**src/rtl/vts_pkg.sv**
```systemverilog
// shared constants, types and header layout for the vertex thread payload stage
package vts_pkg;

   // header word indices inside the thread payload header
   localparam int HDR_WORDS       = 8;
   localparam int HW_HANDLE0      = 0;
   localparam int HW_HANDLE1      = 1;
   localparam int HW_MSG          = 2;
   localparam int HW_SAMPLER      = 3;
   localparam int HW_BINDING      = 4;
   localparam int HW_SCRATCH      = 5;
   localparam int HW_THREAD_ID    = 6;
   localparam int HW_SNAPSHOT     = 7;

   // field positions inside header words
   localparam int HANDLE_LSB      = 0;   // result handle, bits 8:0
   localparam int HANDLE_IDX_LSB  = 16;  // handle index, bits 24:16
   localparam int EXP_LSB         = 0;   // scratch exponent, bits 3:0
   localparam int PTR32_LSB       = 5;   // 32-byte pointers, bits 31:5
   localparam int SCR_OFF_LSB     = 10;  // 1 KB scratch offset, bits 31:10
   localparam int SLOT_LSB        = 0;   // outstanding thread slot, bits 3:0
   localparam int TID_LSB         = 0;   // thread id, bits 23:0
   localparam int SNAP_BIT        = 31;

   // widths
   localparam int HANDLE_W        = 9;
   localparam int SLOT_W          = 4;
   localparam int TID_W           = 24;
   localparam int EXP_W           = 4;
   localparam int PTR32_W         = 27;
   localparam int SCR_OFF_W       = 22;
   localparam int RD_W            = 6;
   localparam int KIND_W          = 5;

   // values after reset and fixed codes
   localparam logic [31:0]       WORD_ZERO    = 32'h0000_0000;
   localparam logic [TID_W-1:0]  TID_RST      = 24'h00_0000;
   localparam logic [8:0]        HIDX_RST     = 9'h000;
   localparam logic [7:0]        CH_MASK_ONE  = 8'h0f;   // lower four channels only
   localparam logic [7:0]        CH_MASK_TWO  = 8'hff;
   localparam logic [EXP_W-1:0]  EXP_MAX      = 4'hb;    // 2 MB per thread
   localparam int                SLOT_COUNT   = 16;

   // vertex reference travelling from the fetch stage to the next stage
   typedef struct packed {
      logic [HANDLE_W-1:0] handle;
      logic [KIND_W-1:0]   kind;     // primitive_kind_tag
      logic                begin_f;  // primitive_begin_flag
      logic                finish_f; // primitive_finish_flag
   } vts_vref_s;

   // state supplied by the pipeline state for this stage
   typedef struct packed {
      logic [SCR_OFF_W-1:0] scratch_base;
      logic [EXP_W-1:0]     scratch_exp;
      logic [PTR32_W-1:0]   binding_ptr;
      logic [PTR32_W-1:0]   sampler_ptr;
      logic [RD_W-1:0]      const_rd_off;
      logic [RD_W-1:0]      const_rd_len;
      logic [RD_W-1:0]      vert_rd_off;
      logic [RD_W-1:0]      vert_rd_len;
      logic [HANDLE_W-1:0]  const_handle;
      logic [SLOT_W-1:0]    max_threads_m1;
   } vts_cfg_s;

   // one thread dispatch request to the thread dispatcher
   typedef struct packed {
      logic [HDR_WORDS-1:0][31:0] hdr;
      logic [7:0]                 chan_mask;
      logic [HANDLE_W-1:0]        const_handle;
      logic [RD_W-1:0]            const_rd_off;
      logic [RD_W-1:0]            const_rd_len;
      logic [HANDLE_W-1:0]        vert_handle_lo;  // lanes 0-3 of each payload register
      logic [HANDLE_W-1:0]        vert_handle_hi;  // lanes 4-7 of each payload register
      logic [RD_W-1:0]            vert_rd_off;
      logic [RD_W-1:0]            vert_rd_len;
   } vts_disp_s;

   // dispatch sequencer states, one-hot
   typedef enum logic [5:0] {
      ST_IDLE  = 6'b00_0001,
      ST_HOLD  = 6'b00_0010,
      ST_ALLOC = 6'b00_0100,
      ST_SEND  = 6'b00_1000,
      ST_EMIT0 = 6'b01_0000,
      ST_EMIT1 = 6'b10_0000
   } vts_state_e;

endpackage

```
**src/rtl/vts_pair_buf.sv**
```systemverilog
// two-entry valid/ready buffer for the outgoing vertex references
module vts_pair_buf
   import vts_pkg::*;
#(
   parameter int WIDTH = 16,
   parameter int DEPTH = 2
) (
   // clock and reset
   input  wire logic             mclk,
   input  wire logic             srst,
   // filling side
   input  wire logic             in_valid,
   output logic                  in_ready,
   input  wire logic [WIDTH-1:0] in_data,
   // draining side
   input  wire logic             out_ready,
   output logic                  out_valid,
   output logic [WIDTH-1:0]      out_data
);

   localparam int PW = (DEPTH > 1) ? $clog2(DEPTH) : 1;

   logic [WIDTH-1:0] mem_r [DEPTH];
   logic [PW-1:0]    wr_r;
   logic [PW-1:0]    rd_r;
   logic [PW:0]      cnt_r;
   logic             push;
   logic             pop;

   // honest full and empty from the occupancy count
   assign in_ready  = (cnt_r != (PW+1)'(DEPTH));
   assign out_valid = (cnt_r != '0);
   assign out_data  = mem_r[rd_r];
   assign push      = in_valid && in_ready;
   assign pop       = out_valid && out_ready;

   // storage write
   always_ff @(posedge mclk) begin
      if (push) begin
         mem_r[wr_r] <= in_data;
      end
   end

   // pointers wrap at depth
   always_ff @(posedge mclk) begin
      if (srst) begin
         wr_r <= '0;
         rd_r <= '0;
      end else begin
         if (push) begin
            wr_r <= (wr_r == PW'(DEPTH-1)) ? '0 : wr_r + 1'b1;
         end
         if (pop) begin
            rd_r <= (rd_r == PW'(DEPTH-1)) ? '0 : rd_r + 1'b1;
         end
      end
   end

   // occupancy
   always_ff @(posedge mclk) begin
      if (srst) begin
         cnt_r <= '0;
      end else if (push && !pop) begin
         cnt_r <= cnt_r + 1'b1;
      end else if (pop && !push) begin
         cnt_r <= cnt_r - 1'b1;
      end
   end

endmodule // vts_pair_buf

```
**src/rtl/vts_slot_pool.sv**
```systemverilog
// pool of outstanding thread slots, taken at dispatch and returned at termination
module vts_slot_pool
   import vts_pkg::*;
#(
   parameter int SLOTS = SLOT_COUNT,
   parameter int IDW   = SLOT_W
) (
   // clock and reset
   input  wire logic           mclk,
   input  wire logic           srst,
   // allocation
   input  wire logic           alloc_req,
   input  wire logic [IDW-1:0] max_m1,
   output logic                alloc_ok,
   output logic [IDW-1:0]      alloc_id,
   // release on thread termination
   input  wire logic           free_valid,
   input  wire logic [IDW-1:0] free_id,
   // status
   output logic [IDW:0]        active
);

   logic [SLOTS-1:0] busy_r;
   logic [IDW:0]     active_r;
   logic             any_free;

   // lowest free slot wins; limited by the configured thread ceiling
   always_comb begin
      any_free = 1'b0;
      alloc_id = '0;
      for (int i = SLOTS - 1; i >= 0; i--) begin
         if (!busy_r[i]) begin
            any_free = 1'b1;
            alloc_id = IDW'(i);
         end
      end
   end

   assign alloc_ok = alloc_req && any_free && (active_r <= {1'b0, max_m1});
   assign active   = active_r;

   // a slot becomes free only after its thread has terminated
   always_ff @(posedge mclk) begin
      if (srst) begin
         busy_r <= '0;
      end else begin
         if (free_valid) begin
            busy_r[free_id] <= 1'b0;
         end
         if (alloc_ok) begin
            busy_r[alloc_id] <= 1'b1;
         end
      end
   end

   // active count; releasing an idle slot is ignored
   always_ff @(posedge mclk) begin
      if (srst) begin
         active_r <= '0;
      end else begin
         active_r <= active_r + (IDW+1)'(alloc_ok)
                     - (IDW+1)'(free_valid && busy_r[free_id]);
      end
   end

endmodule // vts_slot_pool

```
**src/rtl/vts_thread_payload.sv**
```systemverilog
// vertex shading stage: pairs vertices, builds thread payload headers, forwards references
//
// What this block does
// - header word 7 bit 31 set when the thread matched debug criteria, else clear.
// - header word 6 carries a 24-bit thread id unique over recent spawns.
// - header word 5 upper bits give the thread's 1 KB scratch offset.
// - header word 5 low four bits carry the outstanding thread slot.
// - header word 4 carries the 32-byte aligned binding table pointer.
// - header word 3 upper bits carry the 32-byte sampler table offset.
// - header word 3 low four bits give scratch size exponent, 0..11.
// - header word 2 is all zeros.
// - bits 24:16 of words 0 and 1 hold an internal handle index.
// - word 1 low nine bits hold the upper-channel result handle.
// - word 0 low nine bits hold the lower-channel result handle.
// - single-vertex threads get the upper channels masked off.
// - constant read offset and length are passed after the header.
// - vertex data interleaved, first vertex in lanes 0-3, second in 4-7.
// - handles differ for two vertices, match for one.
// - one output reference per input reference, in arrival order.
// - primitive tags copied untouched; nothing is read back.
// - vertices dispatched in pairs; a single only ahead of flush or state change.
module vts_thread_payload
   import vts_pkg::*;
#(
   parameter int OUT_DEPTH = 2
) (
   // clock and reset
   input  wire logic               mclk,
   input  wire logic               srst,
   // stage state
   input  wire vts_cfg_s           cfg,
   input  wire logic               debug_match,
   // vertex references from the vertex fetch stage
   input  wire logic               in_valid,
   output logic                    in_ready,
   input  wire vts_vref_s          in_vref,
   input  wire logic               flush_req,
   // thread dispatch
   output logic                    disp_valid,
   input  wire logic               disp_ready,
   output vts_disp_s               disp,
   // thread termination from the execution units
   input  wire logic               term_valid,
   input  wire logic [SLOT_W-1:0]  term_slot,
   // vertex references to the next stage
   output logic                    out_valid,
   input  wire logic               out_ready,
   output vts_vref_s               out_vref,
   // status
   output logic [SLOT_W:0]         threads_active
);

   vts_state_e        state_r;
   vts_state_e        state_nxt;
   vts_vref_s         v0_r;
   vts_vref_s         v1_r;
   logic              pair_r;
   logic              snap_r;
   vts_disp_s         disp_r;
   logic [TID_W-1:0]  tid_r;
   logic [8:0]        hidx_r;
   logic              alloc_ok;
   logic [SLOT_W-1:0] alloc_id;
   logic              buf_in_ready;
   logic              buf_push;
   vts_vref_s         buf_data;
   logic              take_in;
   logic              go_single;

   // ------------------------------------------------------------
   // handshakes
   // ------------------------------------------------------------

   // new vertices only taken while nothing is being dispatched
   assign in_ready   = (state_r == ST_IDLE) || (state_r == ST_HOLD);
   assign take_in    = in_valid && in_ready;
   assign disp_valid = (state_r == ST_SEND);
   assign disp       = disp_r;

   // a held vertex goes alone only when a flush or state change is pending
   assign go_single  = (state_r == ST_HOLD) && !in_valid && flush_req;

   // references leave after their thread is accepted, one per vertex
   assign buf_push = ((state_r == ST_EMIT0) || (state_r == ST_EMIT1)) && buf_in_ready;
   assign buf_data = (state_r == ST_EMIT1) ? v1_r : v0_r;

   // ------------------------------------------------------------
   // sequencer
   // ------------------------------------------------------------

   // next state
   always_comb begin
      state_nxt = state_r;
      case (state_r)
         ST_IDLE: begin
            if (take_in) begin
               state_nxt = ST_HOLD;
            end
         end
         ST_HOLD: begin
            if (take_in || go_single) begin
               state_nxt = ST_ALLOC;
            end
         end
         ST_ALLOC: begin
            if (alloc_ok) begin
               state_nxt = ST_SEND;
            end
         end
         ST_SEND: begin
            if (disp_ready) begin
               state_nxt = ST_EMIT0;
            end
         end
         ST_EMIT0: begin
            if (buf_in_ready) begin
               state_nxt = pair_r ? ST_EMIT1 : ST_IDLE;
            end
         end
         ST_EMIT1: begin
            if (buf_in_ready) begin
               state_nxt = ST_IDLE;
            end
         end
         default: begin
            state_nxt = ST_IDLE;
         end
      endcase
   end

   // state register
   always_ff @(posedge mclk) begin
      if (srst) begin
         state_r <= ST_IDLE;
      end else begin
         state_r <= state_nxt;
      end
   end

   // ------------------------------------------------------------
   // vertex holding
   // ------------------------------------------------------------

   // first and second vertex of a thread; tags stored verbatim
   always_ff @(posedge mclk) begin
      if (srst) begin
         v0_r   <= '0;
         v1_r   <= '0;
         pair_r <= 1'b0;
      end else if (take_in && (state_r == ST_IDLE)) begin
         v0_r   <= in_vref;
         pair_r <= 1'b0;
      end else if (take_in && (state_r == ST_HOLD)) begin
         v1_r   <= in_vref;
         pair_r <= 1'b1;
      end
   end

   // debug match is sampled from the first vertex's arrival until the sequencer leaves ST_HOLD
   always_ff @(posedge mclk) begin
      if (srst) begin
         snap_r <= 1'b0;
      end else if (take_in && (state_r == ST_IDLE)) begin
         snap_r <= debug_match;
      end else if (in_ready && debug_match) begin
         snap_r <= 1'b1;
      end
   end

   // ------------------------------------------------------------
   // identifiers
   // ------------------------------------------------------------

   // thread id advances per spawn; wraps after 2^24 threads
   always_ff @(posedge mclk) begin
      if (srst) begin
         tid_r <= TID_RST;
      end else if ((state_r == ST_ALLOC) && alloc_ok) begin
         tid_r <= tid_r + 1'b1;
      end
   end

   // handle index steps by two per spawn so both lanes stay distinct
   always_ff @(posedge mclk) begin
      if (srst) begin
         hidx_r <= HIDX_RST;
      end else if ((state_r == ST_ALLOC) && alloc_ok) begin
         hidx_r <= hidx_r + 9'h002;
      end
   end

   // ------------------------------------------------------------
   // header assembly
   // ------------------------------------------------------------

   // whole payload captured once, so every reserved bit starts at zero
   always_ff @(posedge mclk) begin
      if (srst) begin
         disp_r <= '0;
      end else if ((state_r == ST_ALLOC) && alloc_ok) begin
         disp_r <= '0;
         // debug snapshot flag; rest of word reserved
         disp_r.hdr[HW_SNAPSHOT][SNAP_BIT] <= snap_r;
         disp_r.hdr[HW_THREAD_ID][TID_LSB +: TID_W] <= tid_r;
         // each slot owns its own scratch block beyond the stage base
         disp_r.hdr[HW_SCRATCH][SCR_OFF_LSB +: SCR_OFF_W] <=
            cfg.scratch_base + (SCR_OFF_W'(alloc_id) << cfg.scratch_exp);
         disp_r.hdr[HW_SCRATCH][SLOT_LSB +: SLOT_W] <= alloc_id;
         disp_r.hdr[HW_BINDING][PTR32_LSB +: PTR32_W] <= cfg.binding_ptr;
         disp_r.hdr[HW_SAMPLER][PTR32_LSB +: PTR32_W] <= cfg.sampler_ptr;
         // exponent beyond 2 MB is clamped to the top of the range
         disp_r.hdr[HW_SAMPLER][EXP_LSB +: EXP_W] <=
            (cfg.scratch_exp > EXP_MAX) ? EXP_MAX : cfg.scratch_exp;
         disp_r.hdr[HW_MSG] <= WORD_ZERO;
         disp_r.hdr[HW_HANDLE0][HANDLE_IDX_LSB +: 9] <= hidx_r;
         disp_r.hdr[HW_HANDLE0][HANDLE_LSB +: HANDLE_W] <= v0_r.handle;
         // a lone vertex repeats handle and index in the upper word
         if (pair_r) begin
            disp_r.hdr[HW_HANDLE1][HANDLE_IDX_LSB +: 9] <= hidx_r + 9'h001;
            disp_r.hdr[HW_HANDLE1][HANDLE_LSB +: HANDLE_W] <= v1_r.handle;
            disp_r.chan_mask      <= CH_MASK_TWO;
            disp_r.vert_handle_hi <= v1_r.handle;
         end else begin
            disp_r.hdr[HW_HANDLE1][HANDLE_IDX_LSB +: 9] <= hidx_r;
            disp_r.hdr[HW_HANDLE1][HANDLE_LSB +: HANDLE_W] <= v0_r.handle;
            disp_r.chan_mask      <= CH_MASK_ONE;
            disp_r.vert_handle_hi <= v0_r.handle;
         end
         // constant block follows the header, may be empty
         disp_r.const_handle   <= cfg.const_handle;
         disp_r.const_rd_off   <= cfg.const_rd_off;
         disp_r.const_rd_len   <= cfg.const_rd_len;
         // first vertex always in the lower lanes
         disp_r.vert_handle_lo <= v0_r.handle;
         disp_r.vert_rd_off    <= cfg.vert_rd_off;
         disp_r.vert_rd_len    <= cfg.vert_rd_len;
      end
   end

   // ------------------------------------------------------------
   // slot pool
   // ------------------------------------------------------------

   // termination from the thread returns its slot; results go to given handles only
   vts_slot_pool #(
      .SLOTS (SLOT_COUNT),
      .IDW   (SLOT_W)
   ) u_slots (
      .mclk       (mclk),
      .srst       (srst),
      .alloc_req  (state_r == ST_ALLOC),
      .max_m1     (cfg.max_threads_m1),
      .alloc_ok   (alloc_ok),
      .alloc_id   (alloc_id),
      .free_valid (term_valid),
      .free_id    (term_slot),
      .active     (threads_active)
   );

   // ------------------------------------------------------------
   // output references
   // ------------------------------------------------------------

   // stall downstream holds the sequencer in emit, never drops a reference
   vts_pair_buf #(
      .WIDTH ($bits(vts_vref_s)),
      .DEPTH (OUT_DEPTH)
   ) u_out_buf (
      .mclk      (mclk),
      .srst      (srst),
      .in_valid  (buf_push),
      .in_ready  (buf_in_ready),
      .in_data   (buf_data),
      .out_ready (out_ready),
      .out_valid (out_valid),
      .out_data  (out_vref)
   );

endmodule // vts_thread_payload

```
**config.mk**
```make
export PLATFORM = sky130hd
export DESIGN_NAME = vts_thread_payload
export DESIGN_NICKNAME = d
export VERILOG_FILES = /design/src/rtl/vts_pkg.sv /design/src/rtl/vts_pair_buf.sv /design/src/rtl/vts_slot_pool.sv /design/src/rtl/vts_thread_payload.sv
export SDC_FILE = /design/constraint.sdc
export NUM_CORES = 1
export LEC_CHECK = 0
export BUFFER_PORTS_ARGS = -buffer_cell sky130_fd_sc_hd__buf_4
export CAP_MARGIN = 20
export CORE_UTILIZATION = 40
export CTS_CLUSTER_DIAMETER = 200
export DETAILED_ROUTE_END_ITERATION = 12
export PLACE_DENSITY_LB_ADDON = 0.12
export SYNTH_ARGS = -nofsm -noshare
export SYNTH_HDL_FRONTEND = slang
export SYNTH_SLANG_ARGS = --single-unit
```
**constraint.sdc**
```tcl
create_clock -name mclk -period 5 [get_ports mclk]
set_input_delay 0.5 -clock mclk [delete_from_list [all_inputs] [get_ports mclk]]
set_output_delay 0.5 -clock mclk [all_outputs]
set_load 0.02 [all_outputs]
```
# --- Word-level counts from Yosys, hierarchy flattened ---
# Memories as Yosys holds them, arrays and structs flattened. A register that Yosys moved wholly into a read port is not among the register bits.
# Cells that the tools add are included.
classes:
  n_eq_ne: 13
  muxes: 64
  magnitude_cmp: 6
  addsub: 10
  bitwise: 4
  n_reduce_logical: 29
  shifts: 1
ops:
  columns: ["operator", "n"]
  rows:
  - ["$mux W4", 17]
  - ["$mux W16", 4]
  - ["$mux W6", 7]
  - ["$pmux W6 S6", 1]
  - ["$mux W1", 27]
  - ["$add A24 B1 Y24 const B", 1]
  - ["$add A22 B22 Y22", 1]
  - ["$shl A4 B4 Y22", 1]
  - ["$mux W9", 2]
  - ["$logic_and A1 B1 Y1", 17]
  - ["$and A16 B16 Y16", 1]
  - ["$not A16 Y16", 1]
  - ["$or A16 B16 Y16", 1]
  - ["$lt A4 B5 Y1 const B", 2]
  - ["$ne A2 B2 Y1 const B", 5]
  - ["$add A9 B1 Y9 const B", 1]
  - ["$add A9 B2 Y9 const B", 1]
  - ["$demux W1 S4", 2]
  - ["$ge A4 B1 Y1 const B", 2]
  - ["$mux W8", 1]
  - ["$eq A6 B1 Y1 const B", 1]
  - ["$eq A6 B2 Y1 const B", 1]
  - ["$eq A6 B3 Y1 const B", 1]
  - ["$eq A6 B4 Y1 const B", 1]
  - ["19 further kinds", 28]
word_totals:
  ramBits: 32
  n_memories: 1
  elab_cells: 161
  output_inout_bits: 339
  ff_bits: 302
  inputBits: 145
memory_table:
  columns: ["memory", "words", "width", "read_ports", "rd_ports_with_merged_regs", "wr", "line_no", "source"]
  rows:
  - ["u_out_buf.mem_r", 2, 16, 1, 1, 1, "vts_pair_buf.sv:23", "logic [WIDTH-1:0] mem_r [DEPTH];"]

# --- Depth between registers and ports, before layout ---
logic_depth:
  ltp_word: 22
  mapped_depth: 18
  depth_no_buf: 16

# --- Cells and area by module ---
# Synthesis repeated with hierarchy kept, for this count alone.
hier_totals:
  cells_unflattened: 1704
  hier_area_um2: 14189.9
by_module_without_submodules:
  columns: ["module", "area_each_um2", "cells_per_inst", "instances", "seq_area_each_um2"]
  rows:
  - ["vts_thread_payload", 11347.1, 1456, 1, 4844.6]
  - ["vts_slot_pool", 1466.4, 174, 1, 420.4]
  - ["vts_pair_buf", 1376.3, 74, 1, 1061.0]

# --- Worst setup path before layout ---
# OpenSTA, ideal clock, no wires.
synth_timing:
  path_type: "reg-to-reg"
  start: "register u_slots.busy_r[14]"
  end: "register disp_r, in the netlist disp[241]"
  t_arrival_ps: 3507
  slack_ps: 1414
  stages_incl_launch_ff: 17
  required_ps: 4921
  path_cell_list: "dfxtp_1 nor2b_1 o221a_2 o211ai_1 a31o_2 or3_1 nor2_1 ha_1 inv_1 fa_1 nor2b_1 o31ai_1 a2111oi_0 or2_2 a21oi_1 or4_1 o211ai_1"
synth_between:
  elab_chain_len: 18
  elab_cells_between_ends: 35
  cone_classes: "1 x add/sub; 1 x shift; 30 x mux; 3 x reduce/logical"
synth_rtl:
  columns: ["element", "line_no", "source"]
  rows:
  - ["start: declaration", "vts_slot_pool.sv:23", "logic [SLOTS-1:0] busy_r;"]
  - ["start signal: assignment", "vts_slot_pool.sv:45", "busy_r <= '0;"]
  - ["start signal: indexed assignment", "vts_slot_pool.sv:48", "busy_r[free_id] <= 1'b0;"]
  - ["start signal: indexed assignment", "vts_slot_pool.sv:51", "busy_r[alloc_id] <= 1'b1;"]
  - ["branches (longest 18 deep; another with $mux W4)", null, null]
  - ["end: declaration", "vts_thread_payload.sv:59", "vts_disp_s disp_r;"]
# Several ways; the timed one is not identified.
# A chain may end at the register's enable or synchronous reset.

# --- Worst setup path in the final report ---
# Same ends and word-level chain as after synthesis.

==> results.md <==
Timing:
- For the final routed database, the setup TNS stands at 0 ps.
- The final hold violation count is 0.
- The fraction of the cycle the final worst path needs is 0.8762.
- On the final layout, the worst clock skew is approximately 18 ps.
- Timing would allow up to about 0.23 GHz.
- The max-slew violation count is 0.
- Setup violations remaining at the end of the flow were counted as 0.
- Measured against its own limit, the worst slew margin works out to 0.2501.
- For the pin with the worst max-slew slack, the measured transition is 1125 ps.
- The worst hold slack is 236.2 ps.
- The clock period minus final worst setup slack is 4381 ps.
- Setup repair after global routing left no endpoint under its margin.

Worst setup path:
- Across all register-to-register paths, the minimum setup slack is between 600 and 700 ps.
- The critical path in this run is classified as reg -> reg.
- Of all nets on the critical path, the largest fanout is 6.
- The reg-to-reg critical path startpoint is u_slots.busy_r[14].
- The worst setup path is launched from a flop.
- The highest cell delay on the worst timing path is 780 ps.
- The worst reg2reg path depth is 16.
- For the worst setup path, the data arrival time is roughly 4800 ps.
- The required time at the worst-slack endpoint is 5430 ps.
- The type of element capturing the critical path is a flop.
- The standard cell with the maximum stage delay on the critical path is sky130_fd_sc_hd__a2111oi_0.
- The critical path goes through nor2b_1, o221a_2, o211ai_1, a31o_2, or3_1, nor2_1, ha_1, inv_1, fa_1, nor2b_1, o31ai_1, a2111oi_0, or2_2, a21oi_1, or4_1, o211ai_1.
- The end of the worst register-to-register path is disp[241].

Logic synthesis:
- The post-synthesis compound-gate area fraction is 0.1324.
- After synthesis, the share of flip-flops with an asynchronous set or reset is 0.
- After synthesis the cells add up to 14140 µm².
- Of the total synthesized cell area, the portion taken by XOR and XNOR cells is 0.03159.
- The main combinational cell family by area after synthesis is simple AND/OR/NAND/NOR gates.
- The cell accounting for the most synthesized area is sky130_fd_sc_hd__dfxtp_1.
- The flip-flop and latch count after synthesis is 300.
- In the synthesized netlist the dominant register cell turns out to be sky130_fd_sc_hd__dfxtp_1.
- Synthesis instantiated 65 different standard cells from the library.
- The number of enable-type register cells in the synthesized netlist is 32.
- The number of standard cells after synthesis is between 1500 and 2000.
- Sorting the synthesized cells by area gives the leading types as sky130_fd_sc_hd__dfxtp_1 (38%), sky130_fd_sc_hd__nand2_1 (11%), sky130_fd_sc_hd__buf_4 (8.2%), sky130_fd_sc_hd__a21oi_1 (7.7%), sky130_fd_sc_hd__edfxtp_1 (6.8%).
- The synthesized area divided by synthesized cell count is roughly 8.4 µm².
- The basic-gate share of the synthesized area counting and, or, nand and nor cells is 0.1984.
- Of the synthesized area, sequential elements account for 0.4474.
- The mux cell area share after synthesis is 0.04495.
- The area share of the leading cell type in the synthesized netlist is 0.3794.
- The total of warnings raised by yosys is 0.
- The adder and majority cell fraction of the synthesized area is 0.03026.

Placement:
- The final RePlAce weighted congestion is between 0.8 and 0.9.
- Summed over all nets, the half-perimeter wirelength after detailed placement is ~27000 µm.
- The number of placed cells counting well taps is between 2000 and 2500.
- The number of buffers added on ports is between 300 and 400.
- The post-placement cell area is 16480 µm².

Layout:
- Summing all multi-input logic gate instances after layout gives 6618 µm².
- Summing all non-filler instances in the final layout gives an area of ~18000 µm².
- The layout has approximately 3300 filler cells.
- The antenna diode count is 0.
- From synthesis to final layout, the design area changed by 24.55%.
- The finished layout holds between 2000 and 2500 standard cells, fillers aside.
- For this run, the share of the core covered by cells in the final layout is 0.5086.
- Of the cells placed in the final design, the portion with a size suffix greater than 1 is 0.2442.
- After the last flow step, the layout net total stands at 2144.
- Summing all flip-flop and latch instances after layout gives 6326 µm².

Global routing:
- The total congestion overflow is 0.
- The number of global-route vias before repair is 11210.
- The global-route wire length before repair is around 60000 µm.
- The maximum number of pins on one net before global-route repair is ~210.
- In the global route stage, overall resource usage came out at 0.2058.
- The number of antenna violations at the first check in global routing is 0.

Hold path:
- Counting instances, the worst hold path has a depth of 3.
- For hold timing, the worst endpoint is disp[199].
- The path class of the tightest hold or removal check is in -> reg.
- The startpoint of the most critical hold path is cfg[71].

Route:
- The initial DRC count is a little over 700.
- The routed wirelength normalized by instance count is 15.89 µm.
- Before antenna repair, the detailed router went through 5 iterations.
- The final antenna-violating net count is 0.
- The final routed DRC violation total is 0.
- The total number of vias is 12050.
- The via count normalized by instance count is just under 5.
- For this block, the routed nets add up to between 30000 and 40000 µm of wire.

Clock tree:
- In this run, CTS created clock tree buffers numbering 35.
- The maximum level of the CTS H-tree is 2.
- Clock-pin slew was measured on the worst setup and hold paths at about 60 ps.
- For the worst-skew pair, the clock arrives at the later sink with an insertion delay of around 510 ps.
- Counting every sink on the clock net gives 300.
- The tree is rooted in a sky130_fd_sc_hd__clkbuf_16.
- Post-CTS timing repair inserted 0 buffers for setup.
- The CTS tree is done.
- The longest clock path from root to sink contains 3 buffers.
- After clock tree synthesis, the flow added hold-fix buffers numbering 0.
- The number of resized instances in the post-cts repair step is 0.

Floorplanning:
- The initial core utilization is 0.4083.
- The I/O pin count is 484.
- The area inside the core boundary is roughly 35000 µm².
- The floorplan step defined a die boundary enclosing 36110 µm².
- After floorplanning, the core was divided into 68 placement rows.
- The die is around 190 µm tall.
- The width of the chip is around 190 µm.

Power and ir drop:
- The static leakage power is 7.116 nW.
- The worst-case IR drop observed on VDD is 0.2203 mV.
- The power density normalized to cell area is approximately 320 nW/µm².

Job:
- Across the run, the number of max-cap violations was 0.

Status:
- The run finished with clean final reports.
[routing by layer]
metal / GRT usage / vias up / wire (µm)
met5: 0 / - / 0
met3: 0.04815 / 53 / 2661
met4: 0.06110 / 0 / 888
met1: 0.2644 / 5617 / 16740
li1: - / 5994 / -
met2: 0.3411 / 381 / 18560
[layout make-up]
cell class	instances	area share
Multi-Input combinational cell	1227	0.3758
Sequential cell	300	0.3592
Timing Repair Buffer	376	0.1628
Clock buffer	50	0.05584
Tap cell	455	0.03233
Clock inverter	11	0.008242
Inverter	26	0.005826
[metrics by stage]
stage / total power, mW / setup slack [ps]
2_1_floorplan: 3.052 / 1414
3_3_place_gp: 3.204 / 676.5
3_5_place_dp: 3.208 / 715.2
4_1_cts: 5.734 / 692.9
5_1_grt: 5.892 / 291.5
6_report: 5.670 / 618.8
[report_power, final]
part	total [mW]	internal (mW)	leakage, nW	switching, mW
clock	2.51	1.53	0.547	0.988
combinational	0.608	0.228	4.11	0.380
sequential	2.55	2.50	2.46	0.0521
[cell usage in the layout (no fill, tap or decap), types with 6 or more instances in the layout]
master / instances
sky130_fd_sc_hd__a211oi_1: 16
sky130_fd_sc_hd__nor2_1: 112
sky130_fd_sc_hd__mux2i_1: 14
sky130_fd_sc_hd__xor2_1: 32
sky130_fd_sc_hd__o211ai_1: 8
sky130_fd_sc_hd__nor4_1: 6
sky130_fd_sc_hd__o21ai_0: 36
sky130_fd_sc_hd__mux2_2: 34
sky130_fd_sc_hd__nand2_1: 401
sky130_fd_sc_hd__and3_1: 14
sky130_fd_sc_hd__clkbuf_1: 11
sky130_fd_sc_hd__buf_4: 372
sky130_fd_sc_hd__xnor2_1: 19
sky130_fd_sc_hd__or2_2: 7
sky130_fd_sc_hd__o31ai_1: 7
sky130_fd_sc_hd__clkbuf_16: 36
sky130_fd_sc_hd__inv_1: 25
sky130_fd_sc_hd__edfxtp_1: 32
sky130_fd_sc_hd__ha_1: 31
sky130_fd_sc_hd__or3_1: 8
sky130_fd_sc_hd__nand2b_1: 12
sky130_fd_sc_hd__o21a_1: 7
sky130_fd_sc_hd__nor2b_1: 10
sky130_fd_sc_hd__a21oi_1: 218
sky130_fd_sc_hd__nor3_1: 8
sky130_fd_sc_hd__nand3_1: 21
sky130_fd_sc_hd__dfxtp_1: 268
sky130_fd_sc_hd__conb_1: 112
sky130_fd_sc_hd__nand4_1: 21
[logic make-up (layout without fill, tap and decap cells)]
logic type      Yosys count  in the layout
compound gates          329            329
mux                      53             53
simple gates            649            649
other cells               1            112
xor+xnor                 51             51
fa+ha+maj                33             33
buf+inv                 265            463
flops                   300            300
[registers in the layout (all words and copies together), names as in the netlist, 2 cells and up, named ones only]
signal,cells
disp,170
u_out_buf.mem_r,32
tid_r,24
u_slots.busy_r,16
v0_r,16
v1_r,16
hidx_r,8
state_r,6
u_slots.active,5
u_out_buf.cnt_r,2
[worst max-delay path by stage]
stage,from,end,cells past startpoint
6_report,u_slots.busy_r[14],disp[241],16
5_1_grt,u_slots.busy_r[10],disp[243],15
4_1_cts,u_slots.busy_r[14],disp[241],16
3_5_place_dp,u_slots.busy_r[14],disp[241],16
3_3_place_gp,u_slots.busy_r[14],disp[241],16
2_1_floorplan,u_slots.busy_r[14],disp[241],16
[critical path, delay by kind of cell, from the launching register on]
kind	cells	cell delay [ps]
AO/OA/AOI/OAI	7	1740
adder cells (fa/ha/maj)	2	620
buffers and inverters	1	70
flip-flops	1	370
AND/OR/NAND/NOR	6	1510
[cell usage after synthesis (21+ instances only)]
library cell               count
sky130_fd_sc_hd__nand4_1      21
sky130_fd_sc_hd__dfxtp_1     268
sky130_fd_sc_hd__buf_4       154
sky130_fd_sc_hd__nand2_1     401
sky130_fd_sc_hd__edfxtp_1     32
sky130_fd_sc_hd__clkbuf_1     61
sky130_fd_sc_hd__ha_1         31
sky130_fd_sc_hd__o21ai_0      36
sky130_fd_sc_hd__mux2_2       34
sky130_fd_sc_hd__inv_1        25
sky130_fd_sc_hd__a21oi_1     218
sky130_fd_sc_hd__nor2_1      112
sky130_fd_sc_hd__xor2_1       32
sky130_fd_sc_hd__nand3_1      21
(Power assumes the default switching activity.)
